--- src/logic/bmw_params.svh ---
// Constants for the boot map and watchdog block.
// Functional notes
// - Shadow enable cleared only by power-up or watchdog
// - Boot mode: ROM at 0000/8000, RAM in data
// - Normal mode: RAM code at 0000, writes blocked
// - Bits 4..1 read fixed revision, reset-proof
// - Bits 6..5 read fixed code-space size code
// - Bit 7 reads fixed ROM/RAM code type
// - Reset clears shadow enable and USB connect
// - Firmware copies EEPROM code into RAM via data
// - Firmware sets shadow, then USB connect
// - Seven-bit watchdog on 1 ms tick, 128 ms
// - Writing 1 to bit 0 restarts watchdog
// - Watchdog stops only for pattern 10101 and 0
// - Reset: disable bit 7 one, bits 5..1 zero
// - Reset cause flag, write-one-to-clear
`ifndef BMW_PARAMS_SVH
`define BMW_PARAMS_SVH

// ****************************************************************
// Register offsets
// ****************************************************************
`define BMW_ROM_SHADOW_CONFIG_ADDR 16'hff90
`define BMW_WATCHDOG_CONTROL_STATUS_ADDR 16'hff93

// ****************************************************************
// Field positions
// ****************************************************************
`define BMW_SHADOW_BIT 0
`define BMW_SERVICE_BIT 0
`define BMW_DIS_UP_LSB 1
`define BMW_DIS_UP_MSB 5
`define BMW_FLAG_BIT 6
`define BMW_DIS_LOW_BIT 7

// ****************************************************************
// Reset values and patterns
// ****************************************************************
`define BMW_DIS_UP_RST 5'h00
`define BMW_DIS_LOW_RST 1'b1
`define BMW_DIS_UP_KEY 5'h15
`define BMW_DIS_LOW_KEY 1'b0

// ****************************************************************
// Memory map bounds
// ****************************************************************
`define BMW_ROM_LO_END 16'h27ff
`define BMW_ROM_HI_BASE 16'h8000
`define BMW_ROM_HI_END 16'ha7ff
`define BMW_RAM_END 16'h3fff

// ****************************************************************
// Timing
// ****************************************************************
`define BMW_CLK_NS 25
`define BMW_TICK_NS 1000000
`define BMW_TICK_CYCLES (`BMW_TICK_NS / `BMW_CLK_NS)
`define BMW_WD_WIDTH 7

`endif

--- src/logic/bmw_pkg.sv ---
// Types shared by the boot map and watchdog block.
package bmw_pkg;

  // Gray coded along run -> fire -> run; off sits beside run.
  typedef enum logic [1:0] {
    BMW_WD_RUN = 2'b00,
    BMW_WD_FIRE = 2'b01,
    BMW_WD_OFF = 2'b10
  } bmw_wd_state_t;

endpackage : bmw_pkg

--- src/logic/bmw_tick.sv ---
// Restartable divider giving one pulse per watchdog tick period.
`timescale 1ns/100ps
module bmw_tick #(
  parameter int CYCLES = 40000
) (
  input wire logic clk_sys,
  input wire logic rst,
  input wire logic restart,
  output logic tick
);

  localparam int W = $clog2(CYCLES);
  localparam logic [W-1:0] LAST = W'(CYCLES - 1);

  logic [W-1:0] cnt_reg;
  logic [W-1:0] cnt_next;
  logic wrap;

  assign wrap = (cnt_reg == LAST);
  assign cnt_next = (restart || wrap) ? '0 : cnt_reg + W'(1);

  always_ff @(posedge clk_sys)
  begin
    if (rst)
    begin
      cnt_reg <= '0;
      tick <= 1'b0;
    end
    else
    begin
      cnt_reg <= cnt_next;
      tick <= wrap && !restart;
    end
  end

endmodule : bmw_tick

--- src/logic/bmw_top.sv ---
// Boot memory map switch, configuration readback and watchdog.
`timescale 1ns/100ps
`include "bmw_params.svh"
module bmw_top
  import bmw_pkg::*;
#(
  parameter int TICK_CYCLES = `BMW_TICK_CYCLES,
  // Revision value is arbitrary.
  parameter logic [3:0] REVISION = 4'h1,
  parameter logic [1:0] CODE_SIZE = 2'h2,
  parameter logic CODE_RAM = 1'b1
) (
  input wire logic clk_sys,
  input wire logic rst,
  input wire logic [15:0] mcu_addr,
  input wire logic [7:0] mcu_wdata,
  input wire logic mcu_wr,
  input wire logic mcu_rd,
  output logic [7:0] mcu_rdata,
  input wire logic [15:0] code_addr,
  input wire logic code_wr,
  input wire logic [15:0] data_addr,
  input wire logic data_valid,
  input wire logic usb_bus_reset,
  input wire logic usb_connect_wr,
  input wire logic usb_connect_wdata,
  output logic code_rom_sel,
  output logic code_ram_sel,
  output logic code_wr_ok,
  output logic data_ram_sel,
  output logic shadow_enable,
  output logic usb_connect,
  output logic wd_reset
);

  // ****************************************************************
  // Register decode
  // ****************************************************************
  logic rom_shadow_config_hit;
  logic watchdog_control_status_hit;
  logic rom_shadow_config_wr;
  logic watchdog_control_status_wr;
  logic service_wr;

  assign rom_shadow_config_hit = (mcu_addr == `BMW_ROM_SHADOW_CONFIG_ADDR);
  assign watchdog_control_status_hit = (mcu_addr == `BMW_WATCHDOG_CONTROL_STATUS_ADDR);
  assign rom_shadow_config_wr = mcu_wr && rom_shadow_config_hit;
  assign watchdog_control_status_wr = mcu_wr && watchdog_control_status_hit;
  assign service_wr = watchdog_control_status_wr && mcu_wdata[`BMW_SERVICE_BIT];

  // ****************************************************************
  // Watchdog state
  // ****************************************************************
  bmw_wd_state_t state_reg;
  bmw_wd_state_t state_next;
  logic [`BMW_WD_WIDTH-1:0] count_reg;
  logic [`BMW_WD_WIDTH-1:0] count_next;
  logic [4:0] dis_up_reg;
  logic [4:0] dis_up_next;
  logic dis_low_reg;
  logic dis_low_next;
  logic flag_reg;
  logic flag_next;
  logic shadow_next;
  logic connect_next;
  logic tick;
  logic disabled;
  logic expire;
  logic fire;

  bmw_tick #(
    .CYCLES(TICK_CYCLES)
  ) u_tick (
    .clk_sys(clk_sys),
    .rst(rst),
    .restart(service_wr),
    .tick(tick)
  );

  // Disable is judged on the stored bits, so a write takes hold
  // one cycle later.
  assign disabled = (dis_up_reg == `BMW_DIS_UP_KEY)
    && (dis_low_reg == `BMW_DIS_LOW_KEY);
  // The last tick of count 127 is the 128th millisecond.
  assign expire = (state_reg == BMW_WD_RUN) && tick && !service_wr
    && (&count_reg);
  assign fire = (state_reg == BMW_WD_FIRE);

  always_comb
  begin
    state_next = state_reg;
    unique case (state_reg)
      BMW_WD_RUN:
      begin
        if (expire)
          state_next = BMW_WD_FIRE;
        else if (disabled)
          state_next = BMW_WD_OFF;
      end
      BMW_WD_FIRE:
        state_next = BMW_WD_RUN;
      BMW_WD_OFF:
      begin
        if (!disabled)
          state_next = BMW_WD_RUN;
      end
      default:
        state_next = BMW_WD_RUN;
    endcase
  end

  // Count is held at zero while stopped, so re-enabling gives a full
  // period before a time-out.
  assign count_next = (fire || service_wr || state_reg != BMW_WD_RUN)
    ? '0
    : (tick ? count_reg + `BMW_WD_WIDTH'(1) : count_reg);

  // ****************************************************************
  // Control and status fields
  // ****************************************************************
  // A time-out restores the disable bits like a power-up would.
  assign dis_up_next = fire ? `BMW_DIS_UP_RST
    : (watchdog_control_status_wr ? mcu_wdata[`BMW_DIS_UP_MSB:`BMW_DIS_UP_LSB]
    : dis_up_reg);
  assign dis_low_next = fire ? `BMW_DIS_LOW_RST
    : (watchdog_control_status_wr ? mcu_wdata[`BMW_DIS_LOW_BIT] : dis_low_reg);

  // Setting events win over a same-cycle write-one clear.
  assign flag_next = (fire || usb_bus_reset) ? 1'b1
    : ((watchdog_control_status_wr && mcu_wdata[`BMW_FLAG_BIT]) ? 1'b0
    : flag_reg);

  // Software can only set the shadow bit; a time-out clears it.
  assign shadow_next = fire ? 1'b0
    : ((rom_shadow_config_wr && mcu_wdata[`BMW_SHADOW_BIT]) ? 1'b1
    : shadow_enable);

  // Connect is not interlocked with shadow: host download needs it
  // while still in boot mode.
  assign connect_next = fire ? 1'b0
    : (usb_connect_wr ? usb_connect_wdata : usb_connect);

  always_ff @(posedge clk_sys)
  begin
    if (rst)
    begin
      state_reg <= BMW_WD_RUN;
      count_reg <= '0;
      dis_up_reg <= `BMW_DIS_UP_RST;
      dis_low_reg <= `BMW_DIS_LOW_RST;
      flag_reg <= 1'b0;
      shadow_enable <= 1'b0;
      usb_connect <= 1'b0;
      wd_reset <= 1'b0;
    end
    else
    begin
      state_reg <= state_next;
      count_reg <= count_next;
      dis_up_reg <= dis_up_next;
      dis_low_reg <= dis_low_next;
      flag_reg <= flag_next;
      shadow_enable <= shadow_next;
      usb_connect <= connect_next;
      wd_reset <= expire;
    end
  end

  // ****************************************************************
  // Read path
  // ****************************************************************
  logic [7:0] rom_shadow_config_view;
  logic [7:0] watchdog_control_status_view;
  logic [7:0] rdata_next;

  // Fixed fields come from parameters, so no reset touches them.
  assign rom_shadow_config_view = {CODE_RAM, CODE_SIZE, REVISION,
    shadow_enable};
  assign watchdog_control_status_view = {dis_low_reg, flag_reg, dis_up_reg,
    1'b0};
  assign rdata_next = rom_shadow_config_hit ? rom_shadow_config_view
    : (watchdog_control_status_hit ? watchdog_control_status_view : 8'h00);

  always_ff @(posedge clk_sys)
  begin
    if (rst)
      mcu_rdata <= 8'h00;
    else if (mcu_rd)
      mcu_rdata <= rdata_next;
  end

  // ****************************************************************
  // Memory map
  // ****************************************************************
  logic in_rom_lo;
  logic in_rom_hi;
  logic in_ram_code;
  logic in_ram_data;
  logic rom_sel_next;
  logic ram_sel_next;
  logic wr_ok_next;
  logic data_sel_next;

  assign in_rom_lo = (code_addr <= `BMW_ROM_LO_END);
  assign in_rom_hi = (code_addr >= `BMW_ROM_HI_BASE)
    && (code_addr <= `BMW_ROM_HI_END);
  assign in_ram_code = (code_addr <= `BMW_RAM_END);
  assign in_ram_data = (data_addr <= `BMW_RAM_END);

  // Reset leaves shadow clear, so the first fetch at 0000h hits ROM.
  assign rom_sel_next = shadow_enable ? in_rom_hi
    : (in_rom_lo || in_rom_hi);
  assign ram_sel_next = shadow_enable && in_ram_code;
  // Code space holds only ROM in boot mode, so no write ever lands.
  assign wr_ok_next = 1'b0 && code_wr;
  // Loader copies into RAM through data space in boot mode only.
  assign data_sel_next = !shadow_enable && data_valid
    && in_ram_data;

  always_ff @(posedge clk_sys)
  begin
    if (rst)
    begin
      code_rom_sel <= 1'b0;
      code_ram_sel <= 1'b0;
      code_wr_ok <= 1'b0;
      data_ram_sel <= 1'b0;
    end
    else
    begin
      code_rom_sel <= rom_sel_next;
      code_ram_sel <= ram_sel_next;
      code_wr_ok <= wr_ok_next;
      data_ram_sel <= data_sel_next;
    end
  end

endmodule : bmw_top

--- config.mk ---
export PLATFORM = sky130hd
export DESIGN_NAME = bmw_top
export DESIGN_NICKNAME = d
export VERILOG_FILES = /design/src/logic/bmw_pkg.sv /design/src/logic/bmw_tick.sv /design/src/logic/bmw_top.sv
export VERILOG_INCLUDE_DIRS = /design/src /design/src/logic
export SDC_FILE = /design/constraint.sdc
export NUM_CORES = 1
export LEC_CHECK = 0
export BUFFER_PORTS_ARGS = -buffer_cell sky130_fd_sc_hd__buf_2
export CAP_MARGIN = 20
export CORE_UTILIZATION = 40
export DETAILED_ROUTE_END_ITERATION = 6
export PLACE_DENSITY = 0.78
export SETUP_SLACK_MARGIN = 0.15
export SLEW_MARGIN = 20
export SYNTH_ARGS = -nofsm -noshare
export SYNTH_HDL_FRONTEND = slang
export SYNTH_SLANG_ARGS = --single-unit
export TNS_END_PERCENT = 10
--- constraint.sdc ---
create_clock -name clk_sys -period 2 [get_ports clk_sys]
set_input_delay 0.3 -clock clk_sys [delete_from_list [all_inputs] [get_ports clk_sys]]
set_output_delay 0.3 -clock clk_sys [all_outputs]
set_load 0.1 [all_outputs]
==> results.toml, run 1 <==
[worst_setup_path]
worstSetupPathType = "flip-flop to flip-flop"
start_kind = "flip-flop"
crit_slowest_cell = "dfxtp_1"
slowest_delay_ns = 0.37
r2r_start = "u_tick.cnt_reg[0]"
end_kind = "flip-flop"
worst_ep_required_time_ns = 2.19
path_cells = "ha_1, and4_1, nand2_1, nor4_4, buf_4, a211oi_1"
reg2reg_depth = 6
critPathMaxFanout = 6
arrival_ns = 1.86
r2r_setup_slack_ns = 0.32
rr_endpoint = "u_tick.cnt_reg[11]"

[floorplanning]
initial_utilization_pct = 42.3
rows = 25
die_h_um = 73.1
die_area_mm2 = 0.00535
ioPinCount = 80
core_mm2 = 0.00479
die_w_um = 73.1

[clock_network]
ctsLongestPathBuffers = 2
numCtsBuffers = 5
cts_hold_buf = 0
clkSinkCount = 47
root_buffer = "clkbuf_8"
clkSlewWorstSetupHoldPaths_ns = 0.09
htree_levels = 2
clkLatencyLatePin_ns = 0.31
cts_setup_buffers = 0
cts_tree = "yes"

[placement]
dp_slack_ns = 0.177
port_buffers = 52
gp_congestion = 0.825
hpwl_um = 3040

[layout]
antenna_cells = 0
final_common_cell = "buf_2"
n_fill_cell = 448
layout-drive-gt1-share_pct = 28.8
multi_input_area_mm2 = 0.00102
largest_reg_flops = 16
fin_nets = 347
regArea_um2 = 943
area_growth_pct = 24.1
final_cell_mix = "buf_2, dfxtp_1, nor2_1, nor3_1, a21oi_1"

[global_routing]
gr-usage-all-layers_pct = 16.7
grt_max_degree = 19
antenna_found_initial = 0
grt_first_pass_wirelength_um = 6830
gr-total-overflow = 0
grt_pass1_vias = 1615

[power_and_ir_drop]
vdd_drop_max_mv = 0.394
total_power_uw = 1720
power_leakage_uw = 0.00101
power.density_mw_per_mm2 = 684

[timing]
hold_violations = 0
max_freq_ghz = 0.597
skew_ns = 0.00943
worst_slack_ns = 0.324
min_period_ns = 1.68
setup_tns_ns = 0
period_share_pct = 83.8
grt_setup_unrepaired = "no"
holdWs_ns = 0.147
drv_slew = 0
setup_violations = 0

[route]
dr.pass1.iters = 4
wl_per_cell_um = 11.9
dr_wl_met3_um = 257
drt-met1-wl_um = 1860
via_per_inst = 5.24
top_layer_used = "met4"
drc = 0
num_vias = 1825
wl_met2_um = 2000
ant_nets = 0
drt-total-wl_um = 4150
initialDrtViolationCount = 83

[logic_synthesis]
syn_nets = 286
synth_edf_count = 0
postSynthAreaPerCell_um2 = 9.24
ys_warn_count = 0
async_flop_share_pct = 0
ys_types = 42
synth_cells = 219
ys_seq_elements = 47
synthFlopType = "dfxtp_1"
syn-cell-area_mm2 = 0.00202
yosysSeqAreaShare_pct = 46.5

[min_path]
holdCritPathClass = "input port to flip-flop"
worstHoldEndpoint = "data_ram_sel"
hold_path_startpoint = "data_addr[15]"
hold_depth = 2

[flow_run]
cap_violations = 0

[outcome]
outcome = "finished, final reports clean"
[cell usage after synthesis (all sizes together) (2+ instances only)]
| cell type | n | share of area (%) |
|---|---|---|
| o21ai | 10 | 3.0 |
| nand4bb | 2 | 1.1 |
| nor3 | 17 | 4.2 |
| xnor2 | 5 | 2.2 |
| nand4 | 9 | 2.8 |
| nand4b | 2 | 1.6 |
| buf | 5 | 2.1 |
| inv | 3 | 0.56 |
| a211oi | 3 | 1.1 |
| and4 | 4 | 1.7 |
| xor2 | 12 | 5.2 |
| nor2 | 21 | 3.9 |
| a21oi | 15 | 3.7 |
| or4 | 2 | 0.74 |
| or3 | 3 | 0.93 |
| nor3b | 2 | 0.74 |
| clkbuf | 4 | 0.74 |
| nand2b | 7 | 2.2 |
| dfxtp | 47 | 47 |
| nor4 | 5 | 2.3 |
| ha | 2 | 1.2 |
| nand2 | 10 | 1.9 |
| nand3 | 14 | 3.5 |
| mux2i | 2 | 0.99 |
[where the power goes]
group | switching, uW | total (uW) | internal (uW) | leakage (uW)
clock | 344 | 601 | 257 | 0.0000491
sequential | 7.26 | 955 | 947 | 0.000381
combinational | 104 | 162 | 57.9 | 0.000576
[critical path: cells and delay by family, from the launching register on]
family / cells / cell delay, ns
AOI/OAI and AO/OA: 1 / 0.05
and+or+nand+nor: 3 / 0.72
buffers and inverters: 1 / 0.21
DFF: 1 / 0.37
adders and majority gates: 1 / 0.22
[cell type report]
type | instances | share of cell area [%]
multi-input cells | 160 | 40.7
flip-flops and latches | 47 | 37.6
repair buffers | 63 | 14.2
well taps | 67 | 3.34
clock buffers | 5 | 2.74
clock inverters | 3 | 1.05
inverters | 3 | 0.448
[per-layer routing]
metal | track usage (%) | vias up
met5 | 0 | -
met4 | 6.97 | 0
met3 | 4.01 | 4
met2 | 26.9 | 53
met1 | 21.4 | 859
li1 | - | 909
[kinds of logic (layout without fill, tap and decap cells)]
family	after synthesis	in the layout	share of synthesized area [%]
other	1	1	0.185
AND/OR/NAND/NOR	104	104	29.7
adder cells (fa/ha/maj)	2	2	1.24
buffers and inverters	12	74	3.40
XOR/XNOR	17	17	7.36
AO/OA/AOI/OAI	34	34	10.6
flip-flops	47	47	46.5
multiplexers	2	2	0.990
[metrics by stage]
step | util, % | area, um^2 | instances
2_1_floorplan | - | 2020 | 219
3_3_place_gp | 50.4 | 2410 | 340
3_5_place_dp | 50.4 | 2410 | 340
4_1_cts | 52.4 | 2510 | 348
5_1_grt | 52.5 | 2510 | 348
6_report | 52.5 | 2510 | 348
[how the worst max path moves through the flow]
stage                                     to              start  cells after the start  slack, ns
after detailed placement        state_reg[1]        mcu_addr[2]                      6       0.18
after global placement          state_reg[1]        mcu_addr[2]                      6       0.18
final                     u_tick.cnt_reg[11]  u_tick.cnt_reg[0]                      6       0.32
after global routing      u_tick.cnt_reg[15]  u_tick.cnt_reg[3]                      4       0.16
after floorplan            u_tick.cnt_reg[6]  u_tick.cnt_reg[0]                      6       0.27
after CTS                 u_tick.cnt_reg[15]  u_tick.cnt_reg[6]                      4       0.30
[timing repair]
| item | 4_1_cts | 5_1_grt |
|---|---|---|
| resized for setup | 0 | 4 |
| endpoints found under the setup margin | 0 | 1 |
| endpoints found under the hold margin | 0 | 0 |
Note: power is estimated with default switching activity, not from simulation.
==> run 2, diff against run 1 <==
- PLACE_DENSITY: 0.78 -> 0.8
- clock period: 2 -> 1.44 ns (I/O delays scaled with it)
==> run 2 against run 1 <==
  * The run now ends with setup timing left
  * Via count grew 8.5%
  * Die area is the same
  * Cell count grew 7.8%
  * Clock skew grew 0.0036 ns
  * Combinational power grew 64%
  * Clock-buffer cell count is the same
  * Fmax grew 13%
  * Sequential cell count is the same
  * Non-clock buffer count grew 27
  * Critical path depth shrank 1
  * Clock power grew 66%
==> results.toml, run 2 (synthesis gave the netlist of run 1 again) <==
[floorplanning]
ioPinCount = 80
die_area_mm2 = 0.00535
core_mm2 = 0.00479
die_h_um = 73.1
die_w_um = 73.1
rows = 25
initial_utilization_pct = 42.3

[timing]
hold_violations = 0
drv_slew = 0
period_share_pct = 103
grt_setup_unrepaired = "yes"
skew_ns = 0.0130
setup_violations = 7
worst_slack_ns = -0.0404
min_period_ns = 1.48
max_freq_ghz = 0.675
holdWs_ns = 0.0745

[power_and_ir_drop]
seq_power_share_pct = 51.1
p_sw_uw = 646
power_leakage_uw = 0.00118
p_comb_share_pct = 10.3
power.density_mw_per_mm2 = 893
clkPwrFrac_pct = 38.6
p_sw_share_pct = 25.0
intPower_uw = 1940
vdd_drop_max_mv = 0.787

[route]
num_vias = 1981
dr_wl_met3_um = 198
top_layer_used = "met4"
via_per_inst = 5.28
dr.pass1.iters = 4
drc = 0
drt-met1-wl_um = 2250
wl_met2_um = 2560
wl_per_cell_um = 13.5
ant_nets = 0
drt-total-wl_um = 5070
initialDrtViolationCount = 110

[worst_setup_path]
critPathMaxFanout = 4
worst_ep_required_time_ns = 1.67
end_kind = "flip-flop"
worstSetupPathType = "flip-flop to flip-flop"
arrival_ns = 1.71
start_kind = "flip-flop"
reg2reg_depth = 5

[clock_network]
cts_tree = "yes"
clkLatencyLatePin_ns = 0.31
htree_levels = 2
numCtsBuffers = 5
ctsLongestPathBuffers = 2
clkSinkCount = 47
cts_hold_buf = 0
root_buffer = "clkbuf_8"
clkSlewWorstSetupHoldPaths_ns = 0.09

[placement]
gp_congestion = 0.781
dp_slack_ns = -0.285
hpwl_um = 3500
port_buffers = 52
dp.cells = 363
placed_area_mm2 = 0.00260

[layout]
area_growth_pct = 43.3
final_common_cell = "buf_4"
final_cell_mix = "buf_4, buf_2, dfxtp_1, nor2_1, nor3_1"
largest_reg_flops = 16
finalNonFillerCells = 375
antenna_cells = 0
layout-drive-gt1-share_pct = 42.5
fin_area_mm2 = 0.00290
fin_nets = 374

[global_routing]
grt_first_pass_wirelength_um = 7840
gr-usage-all-layers_pct = 18.7
antenna_found_initial = 0
grt_pass1_vias = 1839
gr-total-overflow = 0
grt_max_degree = 19

[flow_run]
cap_violations = 0

[min_path]
holdCritPathClass = "input port to flip-flop"
hold_depth = 2

[outcome]
violations = "setup timing"
outcome = "finished, violations left"
[run 2: cell count changes in the layout (fill, tap and decap cells not counted), moves of 3 or more]
cell	before	now
o21ai_2	0	4
buf_4	10	44
dfxtp_2	2	8
or3_1	3	0
or3_4	0	3
dfxtp_1	45	38
buf_2	52	39
o21ai_0	9	4
[run 2: critical path, cell delays in order (launching register included)]
cell and delay, ns:
dfxtp_2 0.36, and4_1 0.21, nand4_1 0.13, buf_4 0.17, or3_4 0.36, a211oi_2 0.17
[run 2: power groups by stage]
| stage | clock [uW] | sequential (uW) | combinational (uW) |
|---|---|---|---|
| after floorplan | 0 | 1410 | 86.4 |
| after global placement | 0 | 1350 | 247 |
| after detailed placement | 0 | 1350 | 252 |
| after CTS | 1030 | 1320 | 257 |
| after global routing | 1070 | 1330 | 284 |
| final | 998 | 1320 | 266 |
[run 2: metal layers]
metal	GRT usage [%]	vias up
met4	7.63	0
met3	2.76	6
met5	0	-
met2	32.5	57
met1	23.0	952
li1	-	966
[run 2: path summary, 6_finish.rpt]
kind / slack (ns) / endpoint / from
max reg2reg: -0.04 / u_tick.cnt_reg[13] / u_tick.cnt_reg[8]
max: -0.04 / u_tick.cnt_reg[13] / u_tick.cnt_reg[8]
min: 0.07 / code_ram_sel / code_addr[14]
min reg2reg: 0.49 / mcu_rdata[6] / mcu_rdata[6]
[run 2: what timing repair did]
action,CTS,global route
gates cloned,0,0
buffers inserted,3,1
endpoints found under the setup margin,43,35
pin swaps,7,15
resized for setup,23,27
[run 2: per-stage QoR]
step | setup TNS (ns) | util, % | power (uW)
5_1_grt | -1.14 | 60.6 | 2680
6_report | -0.151 | 60.6 | 2590
4_1_cts | -0.192 | 58.7 | 2610
2_1_floorplan | -2.93 | - | 1500
3_3_place_gp | -8.40 | 54.3 | 1600
3_5_place_dp | -8.97 | 54.3 | 1610
[run 2: layout make-up]
class	instances	area, um^2
fill	381	1890
inverter	3	11.3
multi-input combinational	160	1120
timing repair buffer	90	618
tap	67	83.8
clock buffer	5	68.8
sequential	47	955
clock inverter	3	46.3
